[src/core/iopi_cfg.svh]
// Notes on behaviour
// - The sixteen input channels are delivered as a two-byte input image.
// - The pin-4 channel of input connector k appears at image bit 2k.
// - The pin-2 channel of input connector k appears at image bit 2k+1.
// - Each input connector carries channel n on pin 4 and n+1 on pin 2.
// - An input indicator is dark when inactive and green when active.
// - An indicator is red on short; inputs report shorts per connector.
// - The output side takes one byte from the interface unit for 8 outputs.
// - Each output connector carries channel n on pin 4 and n+1 on pin 2.
// - An output indicator is dark, green when driven, red when shorted.
`ifndef IOPI_CFG_SVH
`define IOPI_CFG_SVH

// ----------------------------------------
// register byte offsets
// ----------------------------------------
`define IOPI_OFF_IN_IMAGE   12'h000
`define IOPI_OFF_OUT_IMAGE  12'h004
`define IOPI_OFF_SHORTS     12'h008
`define IOPI_OFF_IRQ_STAT   12'h00C
`define IOPI_OFF_IRQ_CLR    12'h010
`define IOPI_OFF_IRQ_EN     12'h014
`define IOPI_OFF_CTRL       12'h018

// ----------------------------------------
// fields and reset values
// ----------------------------------------
`define IOPI_CTRL_W         2
`define IOPI_CTRL_OUT_EN    0
`define IOPI_CTRL_CUTOFF    1
`define IOPI_CTRL_RST       2'h1
`define IOPI_IRQ_W          4
`define IOPI_EV_IN_CHG      0
`define IOPI_EV_IN_SHORT    1
`define IOPI_EV_OUT_SHORT   2
`define IOPI_EV_OUT_BYTE    3
`define IOPI_IRQ_RST        4'h0
`define IOPI_SHORTS_OUT_LSB 16

`endif

[src/core/iopi_pkg.sv]
`default_nettype none
package iopi_pkg;

    typedef struct packed {
        logic        psel;
        logic        penable;
        logic        pwrite;
        logic [11:0] paddr;
        logic [31:0] pwdata;
    } iopi_apb_req_t;

    typedef struct packed {
        logic [31:0] prdata;
        logic        pready;
        logic        pslverr;
    } iopi_apb_rsp_t;

endpackage
`default_nettype wire

[src/core/iopi_led.sv]
`default_nettype none
// ----------------------------------------
// three-state channel indicator
// ----------------------------------------
module iopi_led #(
    parameter int N = 8
) (
    input  wire logic         clk_sys,
    input  wire logic         rst_n,
    input  wire logic [N-1:0] active,
    input  wire logic [N-1:0] short_det,
    output logic      [N-1:0] green_q,
    output logic      [N-1:0] red_q
);

    always_ff @(posedge clk_sys or negedge rst_n)
    begin
        if (!rst_n)
        begin
            green_q <= '0;
            red_q   <= '0;
        end
        else
        begin
            red_q   <= short_det;
            green_q <= active & ~short_det;
        end
    end

endmodule
`default_nettype wire

[src/core/iopi_edge.sv]
`default_nettype none
// ----------------------------------------
// change and rise detector
// ----------------------------------------
module iopi_edge #(
    parameter int W = 8
) (
    input  wire logic         clk_sys,
    input  wire logic         rst_n,
    input  wire logic [W-1:0] din,
    output logic              rise,
    output logic              chg
);

    logic [W-1:0] prev_q;

    always_ff @(posedge clk_sys or negedge rst_n)
    begin
        if (!rst_n)
            prev_q <= '0;
        else
            prev_q <= din;
    end

    assign rise = |(din & ~prev_q);
    assign chg  = |(din ^ prev_q);

endmodule
`default_nettype wire

[src/core/iopi_top.sv]
// Decided for this implementation: the APB slave port and the address map.
`include "iopi_cfg.svh"
`default_nettype none
module iopi_top #(
    parameter int N_IN_CONN  = 8,
    parameter int N_OUT_CONN = 4
) (
    input  wire logic                     clk_sys,
    input  wire logic                     rst_n,
    input  wire iopi_pkg::iopi_apb_req_t  apb_req,
    output var  iopi_pkg::iopi_apb_rsp_t  apb_rsp,
    input  wire logic [N_IN_CONN-1:0]     sensor_input_signal_pin4,
    input  wire logic [N_IN_CONN-1:0]     sensor_input_signal_pin2,
    input  wire logic [N_IN_CONN-1:0]     in_conn_short,
    output logic [2*N_IN_CONN-1:0]        in_process_image,
    output logic [2*N_IN_CONN-1:0]        in_led_green,
    output logic [2*N_IN_CONN-1:0]        in_led_red,
    input  wire logic [2*N_OUT_CONN-1:0]  out_byte_data,
    input  wire logic                     out_byte_valid,
    input  wire logic [2*N_OUT_CONN-1:0]  out_ch_short,
    output logic [N_OUT_CONN-1:0]         out_pin4,
    output logic [N_OUT_CONN-1:0]         out_pin2,
    output logic [2*N_OUT_CONN-1:0]       out_led_green,
    output logic [2*N_OUT_CONN-1:0]       out_led_red,
    output logic                          irq
);

    localparam int N_IN  = 2 * N_IN_CONN;
    localparam int N_OUT = 2 * N_OUT_CONN;

    // ----------------------------------------
    // state
    // ----------------------------------------
    logic [N_IN-1:0]             in_image_d;
    logic [N_IN-1:0]             in_image_q;
    logic [N_IN-1:0]             in_short_ch;
    logic [N_OUT-1:0]            out_image_q;
    logic [N_OUT-1:0]            out_drv_d;
    logic [N_OUT_CONN-1:0]       pin4_q;
    logic [N_OUT_CONN-1:0]       pin2_q;
    logic [`IOPI_CTRL_W-1:0]     ctrl_q;
    logic [`IOPI_IRQ_W-1:0]      irq_stat_q;
    logic [`IOPI_IRQ_W-1:0]      irq_en_q;
    logic [`IOPI_IRQ_W-1:0]      irq_ev;
    logic [`IOPI_IRQ_W-1:0]      irq_clr;
    logic                        irq_q;
    logic                        in_chg;
    logic                        in_short_rise;
    logic                        out_short_rise;
    logic                        setup;
    logic                        wr_acc;
    logic                        hit;
    logic [31:0]                 rd_data;
    iopi_pkg::iopi_apb_rsp_t     rsp_q;

    // ----------------------------------------
    // input image packing
    // ----------------------------------------
    for (genvar k = 0; k < N_IN_CONN; k++)
    begin : g_in
        assign in_image_d[2*k]     = sensor_input_signal_pin4[k];
        assign in_image_d[2*k+1]   = sensor_input_signal_pin2[k];
        // one short flag per connector lights both of its channels
        assign in_short_ch[2*k]    = in_conn_short[k];
        assign in_short_ch[2*k+1]  = in_conn_short[k];
    end

    always_ff @(posedge clk_sys or negedge rst_n)
    begin
        if (!rst_n)
            in_image_q <= '0;
        else
            in_image_q <= in_image_d;
    end

    assign in_process_image = in_image_q;

    // ----------------------------------------
    // output image and pin drive
    // ----------------------------------------
    always_ff @(posedge clk_sys or negedge rst_n)
    begin
        if (!rst_n)
            out_image_q <= '0;
        else if (out_byte_valid)
            out_image_q <= out_byte_data;
    end

    // cutoff drops a shorted channel without touching the stored byte,
    // so it comes back by itself once the short clears
    always_comb
    begin
        out_drv_d = out_image_q & {N_OUT{ctrl_q[`IOPI_CTRL_OUT_EN]}};
        if (ctrl_q[`IOPI_CTRL_CUTOFF])
            out_drv_d = out_drv_d & ~out_ch_short;
    end

    for (genvar k = 0; k < N_OUT_CONN; k++)
    begin : g_out
        always_ff @(posedge clk_sys or negedge rst_n)
        begin
            if (!rst_n)
            begin
                pin4_q[k] <= 1'b0;
                pin2_q[k] <= 1'b0;
            end
            else
            begin
                pin4_q[k] <= out_drv_d[2*k];
                pin2_q[k] <= out_drv_d[2*k+1];
            end
        end
    end

    assign out_pin4 = pin4_q;
    assign out_pin2 = pin2_q;

    // ----------------------------------------
    // indicators
    // ----------------------------------------
    iopi_led #(
        .N (N_IN)
    ) u_in_led (
        .clk_sys   (clk_sys),
        .rst_n     (rst_n),
        .active    (in_image_d),
        .short_det (in_short_ch),
        .green_q   (in_led_green),
        .red_q     (in_led_red)
    );

    iopi_led #(
        .N (N_OUT)
    ) u_out_led (
        .clk_sys   (clk_sys),
        .rst_n     (rst_n),
        .active    (out_drv_d),
        .short_det (out_ch_short),
        .green_q   (out_led_green),
        .red_q     (out_led_red)
    );

    // ----------------------------------------
    // events
    // ----------------------------------------
    iopi_edge #(
        .W (N_IN)
    ) u_in_edge (
        .clk_sys (clk_sys),
        .rst_n   (rst_n),
        .din     (in_image_d),
        .rise    (),
        .chg     (in_chg)
    );

    iopi_edge #(
        .W (N_IN_CONN)
    ) u_in_short_edge (
        .clk_sys (clk_sys),
        .rst_n   (rst_n),
        .din     (in_conn_short),
        .rise    (in_short_rise),
        .chg     ()
    );

    iopi_edge #(
        .W (N_OUT)
    ) u_out_short_edge (
        .clk_sys (clk_sys),
        .rst_n   (rst_n),
        .din     (out_ch_short),
        .rise    (out_short_rise),
        .chg     ()
    );

    always_comb
    begin
        irq_ev = '0;
        irq_ev[`IOPI_EV_IN_CHG]    = in_chg;
        irq_ev[`IOPI_EV_IN_SHORT]  = in_short_rise;
        irq_ev[`IOPI_EV_OUT_SHORT] = out_short_rise;
        irq_ev[`IOPI_EV_OUT_BYTE]  = out_byte_valid;
    end

    // ----------------------------------------
    // apb slave
    // ----------------------------------------
    assign setup  = apb_req.psel & ~apb_req.penable;
    assign wr_acc = apb_req.psel & apb_req.penable & apb_req.pwrite
                  & rsp_q.pready;

    always_comb
    begin
        hit     = 1'b1;
        rd_data = '0;
        case (apb_req.paddr)
            `IOPI_OFF_IN_IMAGE:  rd_data[N_IN-1:0] = in_image_q;
            `IOPI_OFF_OUT_IMAGE: rd_data[N_OUT-1:0] = out_image_q;
            `IOPI_OFF_SHORTS:
            begin
                rd_data[N_IN_CONN-1:0] = in_conn_short;
                rd_data[`IOPI_SHORTS_OUT_LSB +: N_OUT] = out_ch_short;
            end
            `IOPI_OFF_IRQ_STAT:  rd_data[`IOPI_IRQ_W-1:0] = irq_stat_q;
            `IOPI_OFF_IRQ_CLR:   rd_data = '0;
            `IOPI_OFF_IRQ_EN:    rd_data[`IOPI_IRQ_W-1:0] = irq_en_q;
            `IOPI_OFF_CTRL:      rd_data[`IOPI_CTRL_W-1:0] = ctrl_q;
            default:             hit = 1'b0;
        endcase
    end

    // zero wait states: ready rises in the first access cycle
    always_ff @(posedge clk_sys or negedge rst_n)
    begin
        if (!rst_n)
            rsp_q <= '0;
        else
        begin
            rsp_q.pready  <= setup;
            rsp_q.pslverr <= setup & ~hit;
            rsp_q.prdata  <= (setup & ~apb_req.pwrite) ? rd_data : '0;
        end
    end

    assign apb_rsp = rsp_q;

    always_ff @(posedge clk_sys or negedge rst_n)
    begin
        if (!rst_n)
            ctrl_q <= `IOPI_CTRL_RST;
        else if (wr_acc && apb_req.paddr == `IOPI_OFF_CTRL)
            ctrl_q <= apb_req.pwdata[`IOPI_CTRL_W-1:0];
    end

    always_ff @(posedge clk_sys or negedge rst_n)
    begin
        if (!rst_n)
            irq_en_q <= `IOPI_IRQ_RST;
        else if (wr_acc && apb_req.paddr == `IOPI_OFF_IRQ_EN)
            irq_en_q <= apb_req.pwdata[`IOPI_IRQ_W-1:0];
    end

    // ----------------------------------------
    // interrupt
    // ----------------------------------------
    assign irq_clr = (wr_acc && apb_req.paddr == `IOPI_OFF_IRQ_CLR)
                   ? apb_req.pwdata[`IOPI_IRQ_W-1:0] : '0;

    // a fresh event outranks a clear in the same cycle
    always_ff @(posedge clk_sys or negedge rst_n)
    begin
        if (!rst_n)
            irq_stat_q <= `IOPI_IRQ_RST;
        else
            irq_stat_q <= (irq_stat_q & ~irq_clr) | irq_ev;
    end

    always_ff @(posedge clk_sys or negedge rst_n)
    begin
        if (!rst_n)
            irq_q <= 1'b0;
        else
            irq_q <= |(irq_stat_q & irq_en_q);
    end

    assign irq = irq_q;
endmodule
`default_nettype wire

[config.mk]
export PLATFORM = sky130hd
export DESIGN_NAME = iopi_top
export DESIGN_NICKNAME = d
export VERILOG_FILES = /design/src/core/iopi_pkg.sv /design/src/core/iopi_led.sv /design/src/core/iopi_edge.sv /design/src/core/iopi_top.sv
export VERILOG_INCLUDE_DIRS = /design/src /design/src/core
export SDC_FILE = /design/constraint.sdc
export NUM_CORES = 1
export LEC_CHECK = 0
export BUFFER_PORTS_ARGS = -buffer_cell sky130_fd_sc_hd__buf_2
export CAP_MARGIN = 20
export CORE_ASPECT_RATIO = 0.8
export CORE_MARGIN = 8
export CORE_UTILIZATION = 30
export CTS_CLUSTER_SIZE = 25
export DETAILED_ROUTE_END_ITERATION = 7
export HOLD_SLACK_MARGIN = 0.1
export REMOVE_ABC_BUFFERS = 1
export SETUP_SLACK_MARGIN = 0.02
export SYNTH_ARGS = -nofsm -noshare
export SYNTH_HDL_FRONTEND = slang
export SYNTH_HIERARCHICAL = 1
export SYNTH_SLANG_ARGS = --single-unit
[constraint.sdc]
create_clock -name clk_sys -period 1.8 [get_ports clk_sys]
set_input_delay 0.36 -clock clk_sys [delete_from_list [all_inputs] [get_ports clk_sys]]
set_output_delay 0.36 -clock clk_sys [all_outputs]
set_load 0.01 [all_outputs]
; ---- Word-level counts from Yosys, hierarchy flattened
; Cells that the tools add are included.
[totals]
ff_bits = 124
output_inout_bits = 107
input_bits = 90
wordCells = 70
[op_classes]
bitwise = 24
n_reduce_logical = 9
eq_ne = 6
muxes = 9
[ops]
columns = operator, count
row1 = bitwise AND 8 bit, 5
row2 = equality test 12 x 5 -> 1 bit (second input constant), 3
row3 = equality test 12 x 4 -> 1 bit (second input constant), 2
row4 = two-way mux 24 bit, 1
row5 = two-way mux 8 bit, 3
row6 = NOT 8 bit, 3
row7 = bitwise AND 16 bit, 1
row8 = NOT 16 bit, 1
row9 = OR reduction 16 bit, 1
row10 = OR reduction 8 bit, 2
row11 = bitwise XOR 16 bit, 1
row12 = equality test 12 x 3 -> 1 bit (second input constant), 1
row13 = logical NOT 12 bit, 1
row14 = case mux 2 bit (6 select lines), 1
row15 = case mux 4 bit (3 select lines), 1
row16 = case mux 2 bit (5 select lines), 1
row17 = bitwise AND 4 bit, 2
row18 = OR reduction 7 bit, 1
row19 = bitwise AND 1 bit, 6
row20 = two-way mux 4 bit, 1
row21 = NOT 4 bit, 1
row22 = bitwise OR 4 bit, 1
row23 = OR reduction 4 bit, 1
row24 = logical AND 1 bit, 3
row25 = other kinds (2), 4

; ---- Depth between registers and ports, before layout
[depth]
ltp_word = 8
depth_mapped = 6
ltp_nobuf = 5

; ---- Modules after synthesis
; The synthesis kept the hierarchy.
[by_module_without_submodules]
columns = mod, area_per_inst_um2, seq_area_each_um2, cells_per_inst, n_inst
row1 = iopi_top, 2736.4, 1727.9, 210, 1
row2 = iopi_led at u_in_led, 1021.0, 800.8, 48, 1
row3 = iopi_edge at u_in_short_edge ..., 365.4, 200.2, 30, 2
row4 = iopi_edge at u_in_edge, 724.4, 400.4, 58, 1
row5 = iopi_led at u_out_led, 510.5, 400.4, 24, 1

; ---- Least setup slack after synthesis
; Ideal clock, no wire load.
[synth_path]
kind = input port to flip-flop
from = in apb_req[41] in the netlist's numbering
to = reg irq_en_q[0]
arrival_ns = 1.731
n_path_buf = 1
required_time_ns = 1.675
slack_ns = -0.056
stages = 5
path_cell_list = or4_4 -> buf_6 -> nor3_4 -> and2_4 -> mux2_4
[synth_between]
elab_chain_cells = 2
[synth_lines]
columns = item, line_no
row1 = start: declaration, iopi_top.sv:10  ; input wire iopi_pkg::iopi_apb_req_t apb_req,
row2 = equality test 12 x 5 -> 1 bit, --
row3 = logical AND 1 bit (no line), --
row4 = end signal: assignment, iopi_top.sv:238  ; irq_en_q <= `IOPI_IRQ_RST;
row5 = end signal: assignment, iopi_top.sv:240  ; irq_en_q <= apb_req.pwdata[`IOPI_IRQ_W-1:0];
row6 = end: declaration, iopi_top.sv:43  ; logic [`IOPI_IRQ_W-1:0] irq_en_q;
; No other way between the ends.
; A chain may end at the register's enable or synchronous reset.

; ---- Final worst setup path
[layout_path]
from = in sensor_input_signal_pin4[7]
to = reg irq_stat_q[0]
[layout_between]
elab_chain_cells = 3
[layout_lines]
columns = item, line_no
row1 = start: declaration, iopi_top.sv:12  ; input wire logic [N_IN_CONN-1:0] sensor_input_signal_pin4,
row2 = bitwise XOR 16 bit, iopi_edge.sv:26  ; assign chg = |(din ^ prev_q);
row3 = OR reduction 16 bit, iopi_edge.sv:26
row4 = via in_chg, iopi_top.sv:47  ; logic in_chg;
row5 = bitwise OR 4 bit, iopi_top.sv:255  ; irq_stat_q <= (irq_stat_q & ~irq_clr) | irq_ev;
row6 = end signal: assignment, iopi_top.sv:253  ; irq_stat_q <= `IOPI_IRQ_RST;
row7 = end signal: assignment, iopi_top.sv:255
row8 = end: declaration, iopi_top.sv:42  ; logic [`IOPI_IRQ_W-1:0] irq_stat_q;
; The timed path passes the listed nets, and every way through them passes these cells.

==> impl_metrics.env <==
export IMPL_antenna_found_initial=1
export IMPL_hp_class="input port to register"
export IMPL_cpPeakStageDelay_ns=0.54
export IMPL_place_area_um2=7040
export IMPL_critPathMaxFanout=4
export IMPL_drc_errors=0
export IMPL_fin_skew_ns=0.00697
export IMPL_setup_viol=0
export IMPL_min_period_ns=1.75
export IMPL_ys_warn_count=6
export IMPL_vias_per_cell=4.11
export IMPL_num_antenna_cells=0
export IMPL_path_clk_slew_ns=0.06
export IMPL_port_buffers=160
export IMPL_netlist_instances=389
export IMPL_grt_pass1_vias=4069
export IMPL_grt_overflow=0
export IMPL_stdcell_count=876
export IMPL_ir_drop_mv=0.512
export IMPL_grt_pass1_wl_um=23300
export IMPL_drive_gt1_share_pct=46.0
export IMPL_cts_tree="done"
export IMPL_fin_nets=727
export IMPL_cts_sinks=149
export IMPL_dp_cells=837
export IMPL_wl_um=14600
export IMPL_start_util_pct=30.2
export IMPL_p_leak_nw=3.97
export IMPL_powerDensity_nw_per_um2=1000
export IMPL_rows=45
export IMPL_outcome="finished clean"
export IMPL_ios=197
export IMPL_critPathRequiredTime_ns=2.11
export IMPL_grt_max_degree=52
export IMPL_drv_cap=0
export IMPL_die_h_um=139
export IMPL_design_area_um2=7730
export IMPL_fmax_ghz=0.573
export IMPL_htreeDepth=4
export IMPL_rsz0062_at_grt="false"
export IMPL_gp_congestion=0.750
export IMPL_drv_slew=0
export IMPL_fp_dieW_um=169
export IMPL_cp_start_kind="input port"
export IMPL_dieArea_um2=23500
export IMPL_avgSynthCellArea_um2=14.5
export IMPL_drtIter0Drc=218
export IMPL_vias=3598
export IMPL_drtAntennaViolNets=0
export IMPL_fin_crit_sh_pct=97.0
export IMPL_cp_data_arrival_time_ns=2.06
export IMPL_firstDrtPassIters=5
export IMPL_root_buffer="clkbuf_16"
export IMPL_syn_to_final_growth_pct=36.7
export IMPL_finalHoldViolCount=0
export IMPL_core_area_um2=18700
export IMPL_dp_hpwl_um=11200
export IMPL_end_kind="register"
export IMPL_cp_cell_sequence="dlygate4sd3_1 > buf_2 > ha_1 > nand4_1 > or4_4 > a21o_1"
export IMPL_timing_worst_setup_path_type="input port to register"
export IMPL_slowest_stage="dlygate4sd3_1"
export IMPL_routedWlPerCell_um=16.7
export IMPL_holdWs_ns=0.122
export IMPL_cts_inserted_buffers=17
export IMPL_clockBufferDepth=2
export IMPL_clk_latency_ns=0.42
export IMPL_syn_area_um2=5650
export IMPL_gr_usage_all_layers_pct=13.1
==> area by class of cell <==
| class | instances | area [µm²] |
|---|---|---|
| clock buffers | 19 | 443 |
| multi-input cells | 197 | 1720 |
| well taps | 258 | 323 |
| fillers | 1803 | 11000 |
| repair buffers | 207 | 1210 |
| clock inverters | 13 | 171 |
| flip-flops and latches | 149 | 3730 |
| inverters | 33 | 124 |
==> cell usage in the layout, fill, tap and decap left out, types with 2 or more instances in the layout <==
cell           instances
a21o_1                 4
a21oi_1               12
a221o_1                2
a22oi_1                4
a32oi_1                4
and2_1                17
buf_12                 3
buf_2                159
buf_4                 37
bufinv_16              3
clkbuf_16             17
clkinv_4               3
clkinvlp_4             2
conb_1                 8
dfrtp_1              148
dlygate4sd3_1          7
ha_1                  32
inv_1                 33
inv_6                  4
mux2_2                16
mux2_4                 4
mux2i_1                4
nand2_1               13
nand3_1                6
nand4_1                6
nor2_1                 9
nor2b_4               24
nor3_1                 4
nor3b_1                2
nor4_1                 5
o2bb2ai_1              2
or3_1                  2
or4_4                  2
==> power by group <==
| group | switching [mW] | total [mW] | internal [mW] |
|---|---|---|---|
| combinational | 0.329 | 0.576 | 0.247 |
| sequential | 0.0490 | 3.52 | 3.47 |
| clock | 1.43 | 3.67 | 2.24 |
==> layer usage <==
layer	global-route usage, %	up-vias	share of wire (%)	routed length [µm]
met2	19.8	103	46	6790
met1	17.1	1780	46	6770
met4	5.25	2	1.6	234
met5	0	-	0.068	10
met3	4.27	16	5.8	843
li1	-	1697	-	-
==> through the flow <==
| step | util (%) | TNS [ns] | worst slack, ns | power (mW) |
|---|---|---|---|---|
| 2_1_floorplan | - | -0.0337 | -0.00841 | 3.75 |
| 3_5_place_dp | 37.6 | -1.41 | -0.136 | 4.16 |
| 3_3_place_gp | 37.6 | -1.60 | -0.129 | 4.15 |
| 5_1_grt | 41.2 | 0 | 0.0393 | 8.11 |
| 6_report | 41.2 | 0 | 0.0540 | 7.77 |
| 4_1_cts | 41.2 | 0 | 0.0288 | 7.89 |
==> worst max-delay path: cells and delay by family <==
| kind | cells | cell delay (ns) |
|---|---|---|
| and+or+nand+nor | 2 | 0.53 |
| adders and majority gates | 1 | 0.31 |
| AOI/OAI and AO/OA | 1 | 0.16 |
| buffers and inverters | 2 | 0.69 |
==> worst paths after layout <==
| path | start | to | slack, ns | cells after the start |
|---|---|---|---|---|
| setup / recovery | sensor_input_signal_pin4[7] | irq_stat_q[0]$_DFF_PN0_ | 0.05 | 6 |
| hold / removal | sensor_input_signal_pin4[0] | in_process_image[0]$_DFF_PN0_ | 0.12 | 1 |
| setup reg to reg | u_in_edge/prev_q[5]$_DFF_PN0_ | irq_stat_q[0]$_DFF_PN0_ | 0.20 | 5 |
| hold reg to reg | in_process_image[9]$_DFF_PN0_ | apb_rsp[11]$_DFF_PN0_ | 0.47 | 1 |
| max in group asynchronous | rst_n | ctrl_q[0]$_DFFE_PN1P_ | 0.71 | 3 |
| min in group asynchronous | rst_n | u_in_led/red_q[9]$_DFF_PN0_ | 0.46 | 2 |
==> sequential cells by signal, indices dropped and copies added, names as in the netlist, 16 cells and up <==
register / cells
apb_rsp: 26
in_process_image: 16
u_in_edge/prev_q: 16
u_in_led/green_q: 16
u_in_led/red_q: 16
==> timing repair <==
item                       CTS  global route
setup endpoints to repair    0             1
hold buffers                 7             0
setup buffers                0             0
gates resized for setup      0             1
hold endpoints to repair    58             0
Note: power is estimated with default switching activity, not from simulation.
